### src/core/dcr_pkg.sv
// Constants shared by the dual clock and reset unit and its leaf modules.
// Assumes a single 250 MHz bus clock and AXI4-Lite register access.
package dcr_pkg;
	// Clock rate
	localparam int unsigned CLK_PERIOD_NS     = 4;
	// Start-up counters
	localparam int unsigned MAIN_CNT_W        = 14;
	localparam logic [13:0] MAIN_CNT_PRESET   = 14'h3FFF;
	localparam int unsigned SLOW_CNT_W        = 6;
	localparam logic [5:0]  SLOW_CNT_PRESET   = 6'h3F;
	localparam int unsigned MAIN_STEP_DIV     = 2;
	// Prescaler
	localparam int unsigned DIV_W             = 8;
	localparam logic [7:0]  DIV_RESET         = 8'hFF;
	// Slow oscillator loss detection: two nominal slow periods without an edge
	localparam int unsigned SLOW_PERIOD_NS    = 30518;
	localparam int unsigned SLOW_LOSS_PERIODS = 2;
	localparam int unsigned SLOW_LOSS_CYCLES  = (SLOW_LOSS_PERIODS * SLOW_PERIOD_NS) / CLK_PERIOD_NS;
	localparam int unsigned LOSS_CNT_W        = 16;
	// Register map (byte addresses)
	localparam int unsigned ADDR_W            = 8;
	localparam logic [7:0]  OFS_CTRL          = 8'h00;
	localparam logic [7:0]  OFS_DIV           = 8'h04;
	// Control register fields
	localparam int unsigned CTRL_SEL_BIT      = 0;
	localparam int unsigned CTRL_POR_BIT      = 1;
	localparam logic [7:0]  CTRL_USED_MASK    = 8'h03;
	// AXI responses
	localparam logic [1:0]  RESP_OKAY         = 2'h0;
	localparam logic [1:0]  RESP_SLVERR       = 2'h2;
	// Slow clock source
	typedef enum logic [0:0] {
		DCR_SRC_DIVIDED = 1'b0,
		DCR_SRC_CRYSTAL = 1'b1
	} dcr_src_t;
endpackage

### src/core/dcr_startup_counter.sv
// Down-counter that times an oscillator start-up.
// Assumes load and step are synchronous to aclk; load has priority over step.
`timescale 1ns/1ps
module dcr_startup_counter #(
	parameter int unsigned W      = 14,
	parameter logic [W-1:0] PRESET = '1
) (
	input  wire logic         aclk,
	input  wire logic         aresetn,
	input  wire logic         load,
	input  wire logic         step,
	output logic [W-1:0]      count_q,
	output logic              done
);
	always_ff @(posedge aclk) begin
		if (!aresetn) begin
			count_q <= PRESET;
		end else if (load) begin
			count_q <= PRESET;
		end else if (step && count_q != '0) begin
			count_q <= count_q - 1'b1;
		end
	end

	// Counting halts at zero, which marks the oscillator stable
	assign done = (count_q == '0);
endmodule

### src/core/dcr_prescaler.sv
// Divides the main clock to form the slow clock: (divisor + 1) * 2.
// Assumes main_tick pulses once per main oscillator cycle.
`timescale 1ns/1ps
module dcr_prescaler
	import dcr_pkg::*;
(
	input  wire logic             aclk,
	input  wire logic             aresetn,
	input  wire logic             enable,
	input  wire logic             main_tick,
	input  wire logic [DIV_W-1:0] divisor,
	output logic                  slow_q,
	output logic                  slow_rise
);
	logic [DIV_W-1:0] cnt_q;
	logic             wrap;

	// The programmable stage counts divisor+1 ticks, then the fixed stage toggles
	assign wrap = main_tick && (cnt_q >= divisor);

	always_ff @(posedge aclk) begin
		if (!aresetn || !enable) begin
			cnt_q <= '0;
		end else if (wrap) begin
			cnt_q <= '0;
		end else if (main_tick) begin
			cnt_q <= cnt_q + 1'b1;
		end
	end

	always_ff @(posedge aclk) begin
		if (!aresetn || !enable) begin
			slow_q <= 1'b0;
		end else if (wrap) begin
			slow_q <= ~slow_q;
		end
	end

	assign slow_rise = wrap && !slow_q;
endmodule

### src/core/dcr_top.sv
// Dual clock and reset unit: oscillator start-up timing, slow clock selection,
// power-on and external reset, and the two control registers.
// Assumes all inputs are synchronous to aclk and oscillator activity arrives
// as ticks and levels sampled on aclk.
`timescale 1ns/1ps

// Functional notes
// - Main stop halts oscillator, presets counter 3FFF
// - Main release restarts, counts down, step past zero flags good
// - Main good after 32768 main cycles
// - Slow stop disables oscillator, presets counter 3F
// - Slow release starts, counts down, zero flags good
// - Prescaler: fixed halving plus 8-bit divisor
// - Divided mode divides main by (divisor+1)*2
// - Select bit 0, one picks crystal, resets 0
// - Crystal selection turns the prescaler off
// - Crystal used only while it is toggling
// - Power-on presets counter, asserts reset, counts
// - Count zero releases reset unless pin low
// - Low reset pin holds system reset
// - Power-on flag: hardware sets, software only clears
// - Divisor register resets to FF
// - Without crystal main stops only in halt
module dcr_top
	import dcr_pkg::*;
#(
	parameter int unsigned SLOW_LOSS_LIMIT = SLOW_LOSS_CYCLES
) (
	input  wire logic              aclk,
	input  wire logic              aresetn,
	// AXI4-Lite slave
	input  wire logic [ADDR_W-1:0] s_axi_awaddr,
	input  wire logic              s_axi_awvalid,
	output logic                   s_axi_awready,
	input  wire logic [31:0]       s_axi_wdata,
	input  wire logic [3:0]        s_axi_wstrb,
	input  wire logic              s_axi_wvalid,
	output logic                   s_axi_wready,
	output logic [1:0]             s_axi_bresp,
	output logic                   s_axi_bvalid,
	input  wire logic              s_axi_bready,
	input  wire logic [ADDR_W-1:0] s_axi_araddr,
	input  wire logic              s_axi_arvalid,
	output logic                   s_axi_arready,
	output logic [31:0]            s_axi_rdata,
	output logic [1:0]             s_axi_rresp,
	output logic                   s_axi_rvalid,
	input  wire logic              s_axi_rready,
	// Power management side
	input  wire logic              stop_main_req,
	input  wire logic              stop_slow_req,
	input  wire logic              halt_mode,
	output logic                   main_clk_good,
	output logic                   slow_clk_good,
	// Oscillators
	input  wire logic              main_osc_tick,
	input  wire logic              slow_osc_level,
	output logic                   primary_oscillator_en,
	output logic                   slow_osc_en,
	// Slow clock
	output logic                   slow_clk,
	output logic                   slow_clk_from_crystal,
	// Reset
	input  wire logic              power_on_detect,
	input  wire logic              ext_reset_n,
	output logic                   sys_reset_n
);
	// Register state
	logic             sel_q;
	logic             por_flag_q;
	logic [DIV_W-1:0] divisor_field_q;

	// AXI state
	logic              aw_have_q;
	logic [ADDR_W-1:0] aw_addr_q;
	logic              w_have_q;
	logic [31:0]       w_data_q;
	logic [3:0]        w_strb_q;
	logic              bvalid_q;
	logic [1:0]        bresp_q;
	logic              rvalid_q;
	logic [31:0]       rdata_q;
	logic [1:0]        rresp_q;
	logic              wr_fire;
	logic              wr_ctrl;
	logic              wr_div;

	// Clock and reset state
	logic              main_half_q;
	logic              main_step;
	logic              main_stop_eff;
	logic [13:0]       main_cnt;
	logic              main_cnt_zero;
	logic              main_good_q;
	logic [13:0]       por_cnt;
	logic              por_done;
	logic [5:0]        slow_cnt;
	logic              slow_prev_q;
	logic              slow_rise;
	logic [LOSS_CNT_W-1:0] loss_cnt_q;
	logic              slow_alive;
	logic              src_sel;
	logic              div_en;
	logic              div_clk;
	logic              slow_clk_q;
	logic              src_q;
	logic              sys_reset_n_q;

	// Byte lane 0 carries every register; other lanes read as zero
	function automatic logic is_mapped(input logic [ADDR_W-1:0] a);
		is_mapped = (a == OFS_CTRL) || (a == OFS_DIV);
	endfunction

	function automatic logic [31:0] read_word(input logic [ADDR_W-1:0] a);
		logic [7:0] b;
		b = 8'h00;
		if (a == OFS_CTRL) begin
			b[CTRL_SEL_BIT] = sel_q;
			b[CTRL_POR_BIT] = por_flag_q;
			b = b & CTRL_USED_MASK;
		end else if (a == OFS_DIV) begin
			b = divisor_field_q;
		end
		read_word = {24'h000000, b};
	endfunction

	// ---------------- AXI4-Lite write path ----------------
	assign s_axi_awready = !aw_have_q && !bvalid_q;
	assign s_axi_wready  = !w_have_q && !bvalid_q;
	assign wr_fire       = aw_have_q && w_have_q && !bvalid_q;
	assign wr_ctrl       = wr_fire && (aw_addr_q == OFS_CTRL) && w_strb_q[0];
	assign wr_div        = wr_fire && (aw_addr_q == OFS_DIV) && w_strb_q[0];

	always_ff @(posedge aclk) begin
		if (!aresetn) begin
			aw_have_q <= 1'b0;
			aw_addr_q <= '0;
		end else if (s_axi_awvalid && s_axi_awready) begin
			aw_have_q <= 1'b1;
			aw_addr_q <= s_axi_awaddr;
		end else if (wr_fire) begin
			aw_have_q <= 1'b0;
		end
	end

	always_ff @(posedge aclk) begin
		if (!aresetn) begin
			w_have_q <= 1'b0;
			w_data_q <= '0;
			w_strb_q <= '0;
		end else if (s_axi_wvalid && s_axi_wready) begin
			w_have_q <= 1'b1;
			w_data_q <= s_axi_wdata;
			w_strb_q <= s_axi_wstrb;
		end else if (wr_fire) begin
			w_have_q <= 1'b0;
		end
	end

	always_ff @(posedge aclk) begin
		if (!aresetn) begin
			bvalid_q <= 1'b0;
			bresp_q  <= RESP_OKAY;
		end else if (wr_fire) begin
			bvalid_q <= 1'b1;
			bresp_q  <= is_mapped(aw_addr_q) ? RESP_OKAY : RESP_SLVERR;
		end else if (s_axi_bready) begin
			bvalid_q <= 1'b0;
		end
	end

	assign s_axi_bvalid = bvalid_q;
	assign s_axi_bresp  = bresp_q;

	// ---------------- AXI4-Lite read path ----------------
	assign s_axi_arready = !rvalid_q;

	always_ff @(posedge aclk) begin
		if (!aresetn) begin
			rvalid_q <= 1'b0;
			rdata_q  <= '0;
			rresp_q  <= RESP_OKAY;
		end else if (s_axi_arvalid && s_axi_arready) begin
			rvalid_q <= 1'b1;
			rdata_q  <= read_word(s_axi_araddr);
			rresp_q  <= is_mapped(s_axi_araddr) ? RESP_OKAY : RESP_SLVERR;
		end else if (s_axi_rready) begin
			rvalid_q <= 1'b0;
		end
	end

	assign s_axi_rvalid = rvalid_q;
	assign s_axi_rdata  = rdata_q;
	assign s_axi_rresp  = rresp_q;

	// ---------------- Registers ----------------
	always_ff @(posedge aclk) begin
		if (!aresetn) begin
			sel_q <= 1'b0;
		end else if (wr_ctrl) begin
			sel_q <= w_data_q[CTRL_SEL_BIT];
		end
	end

	// Detection wins over a clear in the same cycle; writing one does nothing
	always_ff @(posedge aclk) begin
		if (!aresetn) begin
			por_flag_q <= 1'b0;
		end else if (power_on_detect) begin
			por_flag_q <= 1'b1;
		end else if (wr_ctrl && !w_data_q[CTRL_POR_BIT]) begin
			por_flag_q <= 1'b0;
		end
	end

	always_ff @(posedge aclk) begin
		if (!aresetn) begin
			divisor_field_q <= DIV_RESET;
		end else if (wr_div) begin
			divisor_field_q <= w_data_q[DIV_W-1:0];
		end
	end

	// ---------------- Main oscillator ----------------
	// Without a running crystal the slow clock depends on the main clock
	assign main_stop_eff = stop_main_req && (slow_alive || halt_mode);
	assign primary_oscillator_en = !main_stop_eff;

	// Halve the main tick rate so 14 bits span the full start-up delay
	always_ff @(posedge aclk) begin
		if (!aresetn || main_stop_eff) begin
			main_half_q <= 1'b0;
		end else if (main_osc_tick) begin
			main_half_q <= ~main_half_q;
		end
	end

	assign main_step = main_osc_tick && main_half_q;

	dcr_startup_counter #(
		.W      (MAIN_CNT_W),
		.PRESET (MAIN_CNT_PRESET)
	) u_main_cnt (
		.aclk    (aclk),
		.aresetn (aresetn),
		.load    (main_stop_eff),
		.step    (main_step),
		.count_q (main_cnt),
		.done    (main_cnt_zero)
	);

	// Zero alone is two ticks short of the full delay; one more step past zero completes it
	always_ff @(posedge aclk) begin
		if (!aresetn || main_stop_eff) begin
			main_good_q <= 1'b0;
		end else if (main_step && main_cnt_zero) begin
			main_good_q <= 1'b1;
		end
	end

	assign main_clk_good = main_good_q;

	// ---------------- Power-on and external reset ----------------
	dcr_startup_counter #(
		.W      (MAIN_CNT_W),
		.PRESET (MAIN_CNT_PRESET)
	) u_por_cnt (
		.aclk    (aclk),
		.aresetn (aresetn),
		.load    (power_on_detect),
		.step    (main_step),
		.count_q (por_cnt),
		.done    (por_done)
	);

	always_ff @(posedge aclk) begin
		if (!aresetn) begin
			sys_reset_n_q <= 1'b0;
		end else begin
			sys_reset_n_q <= por_done && !power_on_detect && ext_reset_n;
		end
	end

	assign sys_reset_n = sys_reset_n_q;

	// ---------------- Slow oscillator ----------------
	assign slow_osc_en = !stop_slow_req;

	always_ff @(posedge aclk) begin
		if (!aresetn) begin
			slow_prev_q <= 1'b0;
		end else begin
			slow_prev_q <= slow_osc_level;
		end
	end

	assign slow_rise = slow_osc_level && !slow_prev_q;

	dcr_startup_counter #(
		.W      (SLOW_CNT_W),
		.PRESET (SLOW_CNT_PRESET)
	) u_slow_cnt (
		.aclk    (aclk),
		.aresetn (aresetn),
		.load    (stop_slow_req),
		.step    (slow_rise),
		.count_q (slow_cnt),
		.done    (slow_clk_good)
	);

	// Loss detector: the crystal counts as toggling while edges keep coming
	always_ff @(posedge aclk) begin
		if (!aresetn || stop_slow_req) begin
			loss_cnt_q <= LOSS_CNT_W'(SLOW_LOSS_LIMIT);
		end else if (slow_osc_level != slow_prev_q) begin
			loss_cnt_q <= '0;
		end else if (loss_cnt_q < LOSS_CNT_W'(SLOW_LOSS_LIMIT)) begin
			loss_cnt_q <= loss_cnt_q + 1'b1;
		end
	end

	assign slow_alive = slow_clk_good && (loss_cnt_q < LOSS_CNT_W'(SLOW_LOSS_LIMIT));

	// ---------------- Slow clock selection ----------------
	assign src_sel = sel_q && slow_alive;
	assign div_en  = !src_sel;

	dcr_prescaler u_prescaler (
		.aclk      (aclk),
		.aresetn   (aresetn),
		.enable    (div_en),
		.main_tick (main_osc_tick),
		.divisor   (divisor_field_q),
		.slow_q    (div_clk),
		.slow_rise ()
	);

	// is the programmer's duty; the divisor is taken as written
	always_ff @(posedge aclk) begin
		if (!aresetn) begin
			src_q      <= DCR_SRC_DIVIDED;
			slow_clk_q <= 1'b0;
		end else begin
			src_q      <= src_sel;
			slow_clk_q <= src_sel ? slow_osc_level : div_clk;
		end
	end

	assign slow_clk              = slow_clk_q;
	assign slow_clk_from_crystal = src_q;
endmodule

### config.mk
export PLATFORM = sky130hd
export DESIGN_NAME = dcr_top
export DESIGN_NICKNAME = d
export VERILOG_FILES = /design/src/core/dcr_pkg.sv /design/src/core/dcr_startup_counter.sv /design/src/core/dcr_prescaler.sv /design/src/core/dcr_top.sv
export SDC_FILE = /design/constraint.sdc
export NUM_CORES = 1
export LEC_CHECK = 0
export BUFFER_PORTS_ARGS = -buffer_cell sky130_fd_sc_hd__buf_4
export CORE_ASPECT_RATIO = 0.5
export CORE_UTILIZATION = 45
export CTS_BUF_LIST = sky130_fd_sc_hd__clkbuf_2
export DETAILED_ROUTE_END_ITERATION = 16
export GPL_TIMING_DRIVEN = 0
export HOLD_SLACK_MARGIN = 0.08
export PLACE_DENSITY = 0.68
export SETUP_SLACK_MARGIN = 0.1
export SYNTH_ARGS = -nofsm -noshare
export SYNTH_HDL_FRONTEND = slang
export SYNTH_SLANG_ARGS = --single-unit
### constraint.sdc
create_clock -name aclk -period 2.8 [get_ports aclk]
set_clock_uncertainty 0.2 [all_clocks]
set_input_delay 0.56 -clock aclk [delete_from_list [all_inputs] [get_ports aclk]]
set_output_delay 0.56 -clock aclk [all_outputs]
set_load 0.02 [all_outputs]
== Word-level counts from Yosys, hierarchy flattened ==
Cells that the tools add are included.
Storage, ports and cells
  output and inout port bits: 48
  input port bits: 66
  register bits: 108
Operators by class
  $lt $le $gt $ge: 2
  equal/unequal tests: 3
  mux-type cells: 16
  reduce and logical (&&, ||, !) cells: 59
  bitwise logic cells: 3
  $add $sub $neg: 5
Operator list (number)
  $logic_not A14 Y1: 2
  $mux W14: 2
  $reduce_bool A14 Y1: 2
  $sub A14 B1 Y14 const B: 2
  $logic_and A1 B1 Y1: 24
  $add A16 B1 Y16 const B: 1
  $eq A8 B3 Y1 const B: 2
  $logic_not A8 Y1: 2
  $lt A16 B14 Y1 const B: 1
  $mux W8: 2
  $reduce_bool A2 Y1: 6
  $logic_not A1 Y1: 10
  $mux W1: 10
  $reduce_or A2 Y1: 5
  $add A8 B1 Y8 const B: 1
  $ge A8 B8 Y1: 1
  $logic_not A6 Y1: 1
  $logic_or A1 B1 Y1: 6
  $reduce_bool A6 Y1: 1
  $sub A6 B1 Y6 const B: 1
  $mux W2: 2
  $not A1 Y1: 3
  $ne A1 B1 Y1: 1

== Depth between registers and ports, before layout ==
Gate-level depths: netlist of the first run.
  depth in word-level cells: 7
  mapped depth: 8
  mapped depth without buffers: 6

== Cells and area by module ==
From an unflattened synthesis of the first run, not the netlist that was laid out.
Unflattened totals
  cells, all modules: 593
  area total of the unflattened synthesis: 5087.4 um^2
Modules (own cells, without submodules)
  dcr_top: cells each 311, area an instance 2692.6 um^2, instances 1, sequential area each 1261.2 um^2
  dcr_startup_counter (u_main_cnt ...): cells each 89, area an instance 739.5 um^2, instances 2, sequential area each 280.3 um^2
  dcr_prescaler: cells each 68, area an instance 584.3 um^2, instances 1, sequential area each 180.2 um^2
  dcr_startup_counter (u_slow_cnt): cells each 36, area an instance 331.6 um^2, instances 1, sequential area each 120.1 um^2

== Worst setup path after synthesis of the first run ==
Ideal clock, no wire load.
  kind: flip-flop to output port
  start point: register loss_cnt_q[0]
  end point: output primary_oscillator_en
  data arrival time: 2.038 ns
  required time: 2.040 ns
  path slack: 0.002 ns
  buffers on the path: 2
  stages on the path, launching flop included: 8
  cells stage by stage: dfxtp_1 > ha_1 > o211ai_1 > a211oi_2 > clkbuf_1 > buf_8 > nor2_1 > a21oi_1
Between the ends
  word-level cells in the longest chain between the ends: 5
RTL lines
  start, declared: line dcr_top.sv:100  | logic [LOSS_CNT_W-1:0] loss_cnt_q;
  start signal, assigned: line dcr_top.sv:314  | loss_cnt_q <= LOSS_CNT_W'(SLOW_LOSS_LIMIT);
  start signal, assigned: line dcr_top.sv:318  | loss_cnt_q <= loss_cnt_q + 1'b1;
  $lt A16 B14 Y1: line dcr_top.sv:322  | assign slow_alive = slow_clk_good && (loss_cnt_q < LOSS_CNT_W'(SLOW_LOSS_LIMIT));
  $logic_and A1 B1 Y1: line dcr_top.sv:322
  $logic_or A1 B1 Y1: line dcr_top.sv:226  | assign main_stop_eff = stop_main_req && (slow_alive || halt_mode);
  $logic_and A1 B1 Y1: line dcr_top.sv:226
  $logic_not A1 Y1: line dcr_top.sv:227  | assign primary_oscillator_en = !main_stop_eff;
  end, declared: line dcr_top.sv:58  | output logic primary_oscillator_en,
Every way passes these cells.

== Worst setup path in the final report of the first run ==
Same ends and word-level chain as after synthesis.

==> results.toml, run 1 <==
[synth]
yosysTopAreaCellShare_pct = 40.59
yosysSeqAreaShare_pct = 40.59
synth-seq-cells = 106
syn_inst = 606
synth_top_area_cell = "dfxtp_1"
synth.avg_cell_area_sq_um = 8.626
syn-cell-area_sq_mm = 0.005228
synth_edf_count = 0
yosys_most_used_dff = "dfxtp_1"
synthArstFlopShare_pct = 0
yosys_warnings = 0
yosys.cell_types.count = 67
synthTopCellsByCount = "dfxtp_1 (106), nand2_1 (76), nand3_1 (34), a21oi_1 (32), nor2_1 (30)"
synth_most_common_cell = "dfxtp_1"
synthTopCellsByArea = "dfxtp_1 (41%), nand2_1 (5.5%), ha_1 (3.8%), buf_4 (3.7%), mux2i_1 (3.3%)"

[timing]
slew_headroom_pct = 55.81
period_needed_ns = 2.907
tightestPinTransition_ns = 0.6628
drv_slew = 0
tns_ns = -0.1074
finalSetupViolCount = 1
post-route-period-util_pct = 103.8
max_freq_ghz = 0.3439
layout_setup_ws_ns = -0.1074
hold_viol = 0
rsz0062_at_grt = "true"

[worst_setup_path]
r2r_slack_ns = 0
critPathCapture = "primary_oscillator_en"
worstPathRequired_ns = 2.04
cp-startpoint = "loss_cnt_q[0]$_SDFFE_PP1P_"
critPathArrivalTime_ns = 2.15
r2r-start = "loss_cnt_q[0]$_SDFFE_PP1P_"
crit_type = "reg2out"
rr_endpoint = "u_main_cnt.count_q[4]$_SDFFE_PP1P_"
cp-end-kind = "output port"
critPathMaxFanout = 2
startpoint_type = "flip-flop"
ff2ff_path_depth = 7

[route]
drc = 0
wl_mm = 12.13
vias = 4741
drt-pass1-iter-count = 4
ant_nets = 0
drtIter0Drc = 196
drt-wirelength-per-cell_um = 13.61
routed_via_density = 5.321

[final_layout]
final_cells = 891
area_growth_pct = 23.86
layout-drive-gt1-share_pct = 20.51
final_area_sq_mm = 0.006475
diodes = 0
layout.nets = 823

[clock_tree]
path_clk_slew_ns = 0.28
cts.sinks = 106
root_buffer = "clkbuf_2"
cts_tree = "yes"
clkLatencyLatePin_ns = 0.60
h-tree-depth = 3
clk_path_buf_depth = 2
cts_inserted_buffers = 9

[place]
dp.cells = 835
io_buffer_count = 59
dpl_cell_area_sq_mm = 0.005949
hpwl_mm = 8.427
gp_congestion = 0.8207

[power_and_ir_drop]
switching_power_mw = 0.7972
p_seq_share_pct = 59.2
ir_drop_mv = 0.1827
powerDensity_mw_per_mm2 = 415.6
p_total_mw = 2.691
internal_power_mw = 1.894
p_comb_share_pct = 17.3
power.leakage_nw = 2.747
p_sw_share_pct = 29.63
p_clk_share_pct = 23.5

[outcome]
violations = "negative setup slack"
run_status = "finished with violations"

[die]
die_y_um = 78.22
placeableCoreArea_sq_mm = 0.01115
die_w_um = 154.4
rows = 27
initial_core_util_pct = 46.89
io_pins = 114
die_area_sq_mm = 0.01208

[global_route]
antenna_found_initial = 0
grt_pass1_wl_mm = 20.22
grt_max_degree = 17
overflow = 0
track_usage_pct = 20.64
grt_pass1_vias = 4434

[job]
maxCapViolCount = 0

[hold_path]
min_path_type = "in2reg"
power groups by stage:
stage	Combinational, mW	Sequential (mW)	Clock (mW)
2_1_floorplan	0.259	1.61	0
3_3_place_gp	0.373	1.62	0
3_5_place_dp	0.379	1.62	0
4_1_cts	0.448	1.59	0.657
6_report	0.465	1.59	0.632
5_1_grt	0.508	1.60	0.711
per-layer routing:
layer  GRT usage [%]  up-vias  part of all wire, %
li1                -     2400                    -
met1           25.55     2202                   47
met2           36.11      113                   47
met3           3.479       26                  3.9
met4           8.119        0                  2.0
met5               0        -                    0
through the flow:
stage / hold slack, ns / utilization (%) / setup WS [ns]
2_1_floorplan: 0.2298 / - / 0.1131
3_3_place_gp: 0.2450 / 53.37 / -0.4940
3_5_place_dp: 0.2461 / 53.37 / -0.4594
4_1_cts: 0.08302 / 57.43 / -0.1800
5_1_grt: 0.08481 / 58.08 / -0.2098
6_report: 0.1195 / 58.08 / -0.1074
flip-flops by register name (all words and copies together) (netlist names), 6 cells and up:
signal and cells:
loss_cnt_q 16, u_prescaler.cnt_q 8, divisor_field_q 8, u_main_cnt.count_q 14
u_por_cnt.count_q 14, aw_addr_q 8, u_slow_cnt.count_q 6, w_data_q 8
s_axi_rdata 8
worst min-delay path by stage:
stage	endpoint	startpoint	cells after the start	slack (ns)
floorplan	w_strb_q[0]$_SDFFE_PN0P_	w_strb_q[0]$_SDFFE_PN0P_	2	0.23
global placement	w_data_q[7]$_SDFFE_PN0P_	w_data_q[7]$_SDFFE_PN0P_	2	0.24
detailed placement	w_data_q[5]$_SDFFE_PN0P_	w_data_q[5]$_SDFFE_PN0P_	2	0.25
CTS	s_axi_rdata[6]$_SDFFE_PN0P_	s_axi_araddr[6]	4	0.08
global route	s_axi_rdata[5]$_SDFFE_PN0P_	s_axi_araddr[6]	4	0.08
finish	s_axi_rdata[3]$_SDFFE_PN0P_	s_axi_araddr[6]	4	0.12
worst max-delay path, stage by stage (launching register included):
cell	delay, ns
dfxtp_4	0.43
ha_4	0.14
o211ai_1	0.15
a211oi_4	0.33
clkbuf_8	0.19
nor2_4	0.04
a21oi_2	0.14
buf_4	0.15
final cells by class:
cell class / instances / area (sq um)
fillers: 1003 / 4673
multi-input cells: 447 / 2835
flip-flops and latches: 106 / 2130
repair buffers: 100 / 815.8
plain buffers: 51 / 329.1
well taps: 145 / 181.4
inverters: 26 / 97.59
clock buffers: 11 / 55.05
clock inverters: 5 / 31.28
layout by cell type (no fill, tap or decap), types with 16 or more instances in the layout:
cell type | Yosys | layout
nand3_1 | 34 | 33
conb_1 | 1 | 26
nor2_1 | 30 | 28
nand2_1 | 76 | 76
buf_4 | 26 | 101
dfxtp_1 | 106 | 102
clkbuf_1 | 17 | 16
or4_1 | 21 | 21
a21oi_1 | 32 | 31
mux2i_1 | 17 | 17
o21ai_0 | 24 | 24
or3_1 | 20 | 20
inv_1 | 25 | 23
dlygate4sd3_1 | 0 | 23
cell families after synthesis:
group	synth area share (%)
other cells	0.07174
simple gates	27.31
flops	40.59
compound gates	13.95
mux	3.470
fa+ha+maj	3.830
xor+xnor	2.513
buf+inv	8.257
timing repair:
item / 4_1_cts / 5_1_grt
hold endpoints to repair: 28 / 0
pin swaps: 5 / 7
hold buffers: 23 / 0
endpoints found under the setup margin: 16 / 12
buffers inserted: 10 / 8
gates resized for setup: 18 / 6
No activity file was read; power rests on OpenSTA's default activity.
==> run 2, diff against run 1 <==
Settings changed: CELL_PAD_IN_SITES_DETAIL_PLACEMENT set to 2, CELL_PAD_IN_SITES_GLOBAL_PLACEMENT set to 2, CORE_UTILIZATION 45 to 33, MAX_ROUTING_LAYER set to met4, PLACE_DENSITY 0.68 to not set, PLACE_DENSITY_LB_ADDON set to 0.1.
==> results.toml, run 2 (synthesized netlist as in run 1, its figures left out) <==
[worst_setup_path]
critPathCapture = "primary_oscillator_en"
cp-startpoint = "loss_cnt_q[1]$_SDFFE_PP1P_"
path_depth = 8
ff2ff_path_depth = 6
path_cells = "ha_4 -> o211ai_1 -> a211oi_4 -> clkbuf_8 -> buf_8 -> nor2_4 -> a21oi_2 -> buf_4"
critPathMaxStageDelay_ns = 0.43
path_delay_family = "compound AO/OA/AOI/OAI gates"
startpoint_type = "flip-flop"
crit_type = "reg2out"
cp-end-kind = "output port"
critPathMaxFanout = 2
crit_buf_inv = 3
rr_endpoint = "u_main_cnt.count_q[13]$_SDFFE_PP1P_"
worstPathRequired_ns = 2.04
r2r_slack_ns = -0.18
r2r-start = "loss_cnt_q[1]$_SDFFE_PP1P_"
crit_slowest_cell = "dfxtp_4"
critPathArrivalTime_ns = 2.29

[place]
gp_congestion = 0.7683
hpwl_mm = 11.36
io_buffer_count = 59
dp.cells = 894

[clock_tree]
path_clk_slew_ns = 0.30
clkLatencyLatePin_ns = 0.62
cts_inserted_buffers = 9
cts.sinks = 106
cts_tree = "yes"
clk_path_buf_depth = 2
root_buffer = "clkbuf_2"
h-tree-depth = 3

[die]
placeableCoreArea_sq_mm = 0.01545
io_pins = 114
rows = 32
die_w_um = 180.0
initial_core_util_pct = 33.82
die_y_um = 91.00
die_area_sq_mm = 0.01638

[final_layout]
final_cells = 948
largest_reg_flops = 16
final_cell_mix = "dfxtp_1 (102), buf_4 (99), nand2_1 (76)"
largestRegisters = "loss_cnt_q: 16 flops, u_main_cnt.count_q: 14 flops, u_por_cnt.count_q: 14 flops"
layout_commonest_cell = "dfxtp_1"
layout.nets = 821
area_growth_pct = 25.20
multiInputGateArea_sq_mm = 0.002833
top_register = "loss_cnt_q"
fill_cells = 1784
layout-drive-gt1-share_pct = 20.43
ff_latch_area_sq_mm = 0.002132
diodes = 0

[power_and_ir_drop]
powerDensity_mw_per_mm2 = 420.3
p_clk_share_pct = 24.7
power.leakage_nw = 2.732
p_sw_share_pct = 31.36
p_total_mw = 2.751
ir_drop_mv = 0.2055
switching_power_mw = 0.8627
p_seq_share_pct = 58.0
p_comb_share_pct = 17.3
internal_power_mw = 1.888

[hold_path]
min_path_type = "in2reg"

[timing]
max_freq_ghz = 0.3274
tns_ns = -1.742
post-route-period-util_pct = 109.1
tightestPinTransition_ns = 0.9267
slew_headroom_pct = 38.22
hold_viol = 0
period_needed_ns = 3.055
layout_setup_ws_ns = -0.2545
finalSetupViolCount = 11
drv_slew = 0
rsz0062_at_grt = "true"

[route]
drt-wirelength-per-cell_um = 16.58
vias = 4905
drc = 0
routed_via_density = 5.174
drt-pass1-iter-count = 5
ant_nets = 0
drtIter0Drc = 100
wl_mm = 15.71

[global_route]
grt_max_degree = 18
grt_pass1_vias = 5326
antenna_found_initial = 0
track_usage_pct = 20.92
grt_pass1_wl_mm = 26.66
overflow = 0

[outcome]
run_status = "finished with violations"
violations = "negative setup slack"

[job]
maxCapViolCount = 0
run 2: how the worst min path moves through the flow:
stage | from | to | slack, ns | cells after the start
after detailed placement | w_data_q[6]$_SDFFE_PN0P_ | w_data_q[6]$_SDFFE_PN0P_ | 0.26 | 2
after floorplan | w_strb_q[0]$_SDFFE_PN0P_ | w_strb_q[0]$_SDFFE_PN0P_ | 0.23 | 2
after global placement | aw_addr_q[6]$_SDFFE_PN0P_ | aw_addr_q[6]$_SDFFE_PN0P_ | 0.25 | 2
after CTS | s_axi_araddr[2] | s_axi_rdata[1]$_SDFFE_PN0P_ | 0.1 | 4
final | s_axi_araddr[2] | s_axi_rdata[1]$_SDFFE_PN0P_ | 0.17 | 4
after global routing | s_axi_araddr[2] | s_axi_rdata[0]$_SDFFE_PN0P_ | 0.12 | 4
run 2: per-layer routing:
layer | up-vias | GRT usage, % | part of all wire (%)
met1 | 2437 | 24.25 | 47
met5 | - | - | 0
met2 | 53 | 37.65 | 50
met4 | 0 | 4.167 | 0.75
met3 | 13 | 4.212 | 2.3
li1 | 2402 | - | -
run 2: timing repair:
item,4_1_cts,5_1_grt
gates resized for setup,18,7
pin swaps,5,0
hold buffers,24,0
setup buffers,9,5
endpoints found under the setup margin,26,17
endpoints found under the hold margin,36,0
run 2: power groups by stage:
stage | Combinational, mW | Sequential [mW] | Clock (mW)
6_report | 0.475 | 1.60 | 0.681
3_5_place_dp | 0.400 | 1.62 | 0
4_1_cts | 0.470 | 1.60 | 0.725
2_1_floorplan | 0.259 | 1.61 | 0
3_3_place_gp | 0.389 | 1.62 | 0
5_1_grt | 0.518 | 1.61 | 0.772
run 2: worst min-delay path: stages:
cell and delay (ns):
buf_4 0.11, mux2i_1 0.07, o21ai_0 0.13, and2_1 0.12
run 2: per-stage QoR:
step | hold WS, ns | instance area, sq um | setup slack, ns | utilization, %
global placement | 0.2469 | 6023 | -0.6512 | 38.97
detailed placement | 0.2558 | 6023 | -0.7292 | 38.97
floorplan | 0.2298 | 5325 | 0.1131 | -
global route | 0.1213 | 6545 | -0.3894 | 42.35
CTS | 0.09925 | 6486 | -0.2673 | 41.97
finish | 0.1698 | 6545 | -0.2545 | 42.35
run 2: final cells by class:
type,count,area share (%)
Sequential cell,106,32.57
Timing Repair Buffer,97,12.04
Tap cell,204,3.900
Buffer,52,5.314
Clock buffer,10,0.7647
Multi-Input combinational cell,447,43.28
Clock inverter,6,0.6309
Inverter,26,1.491
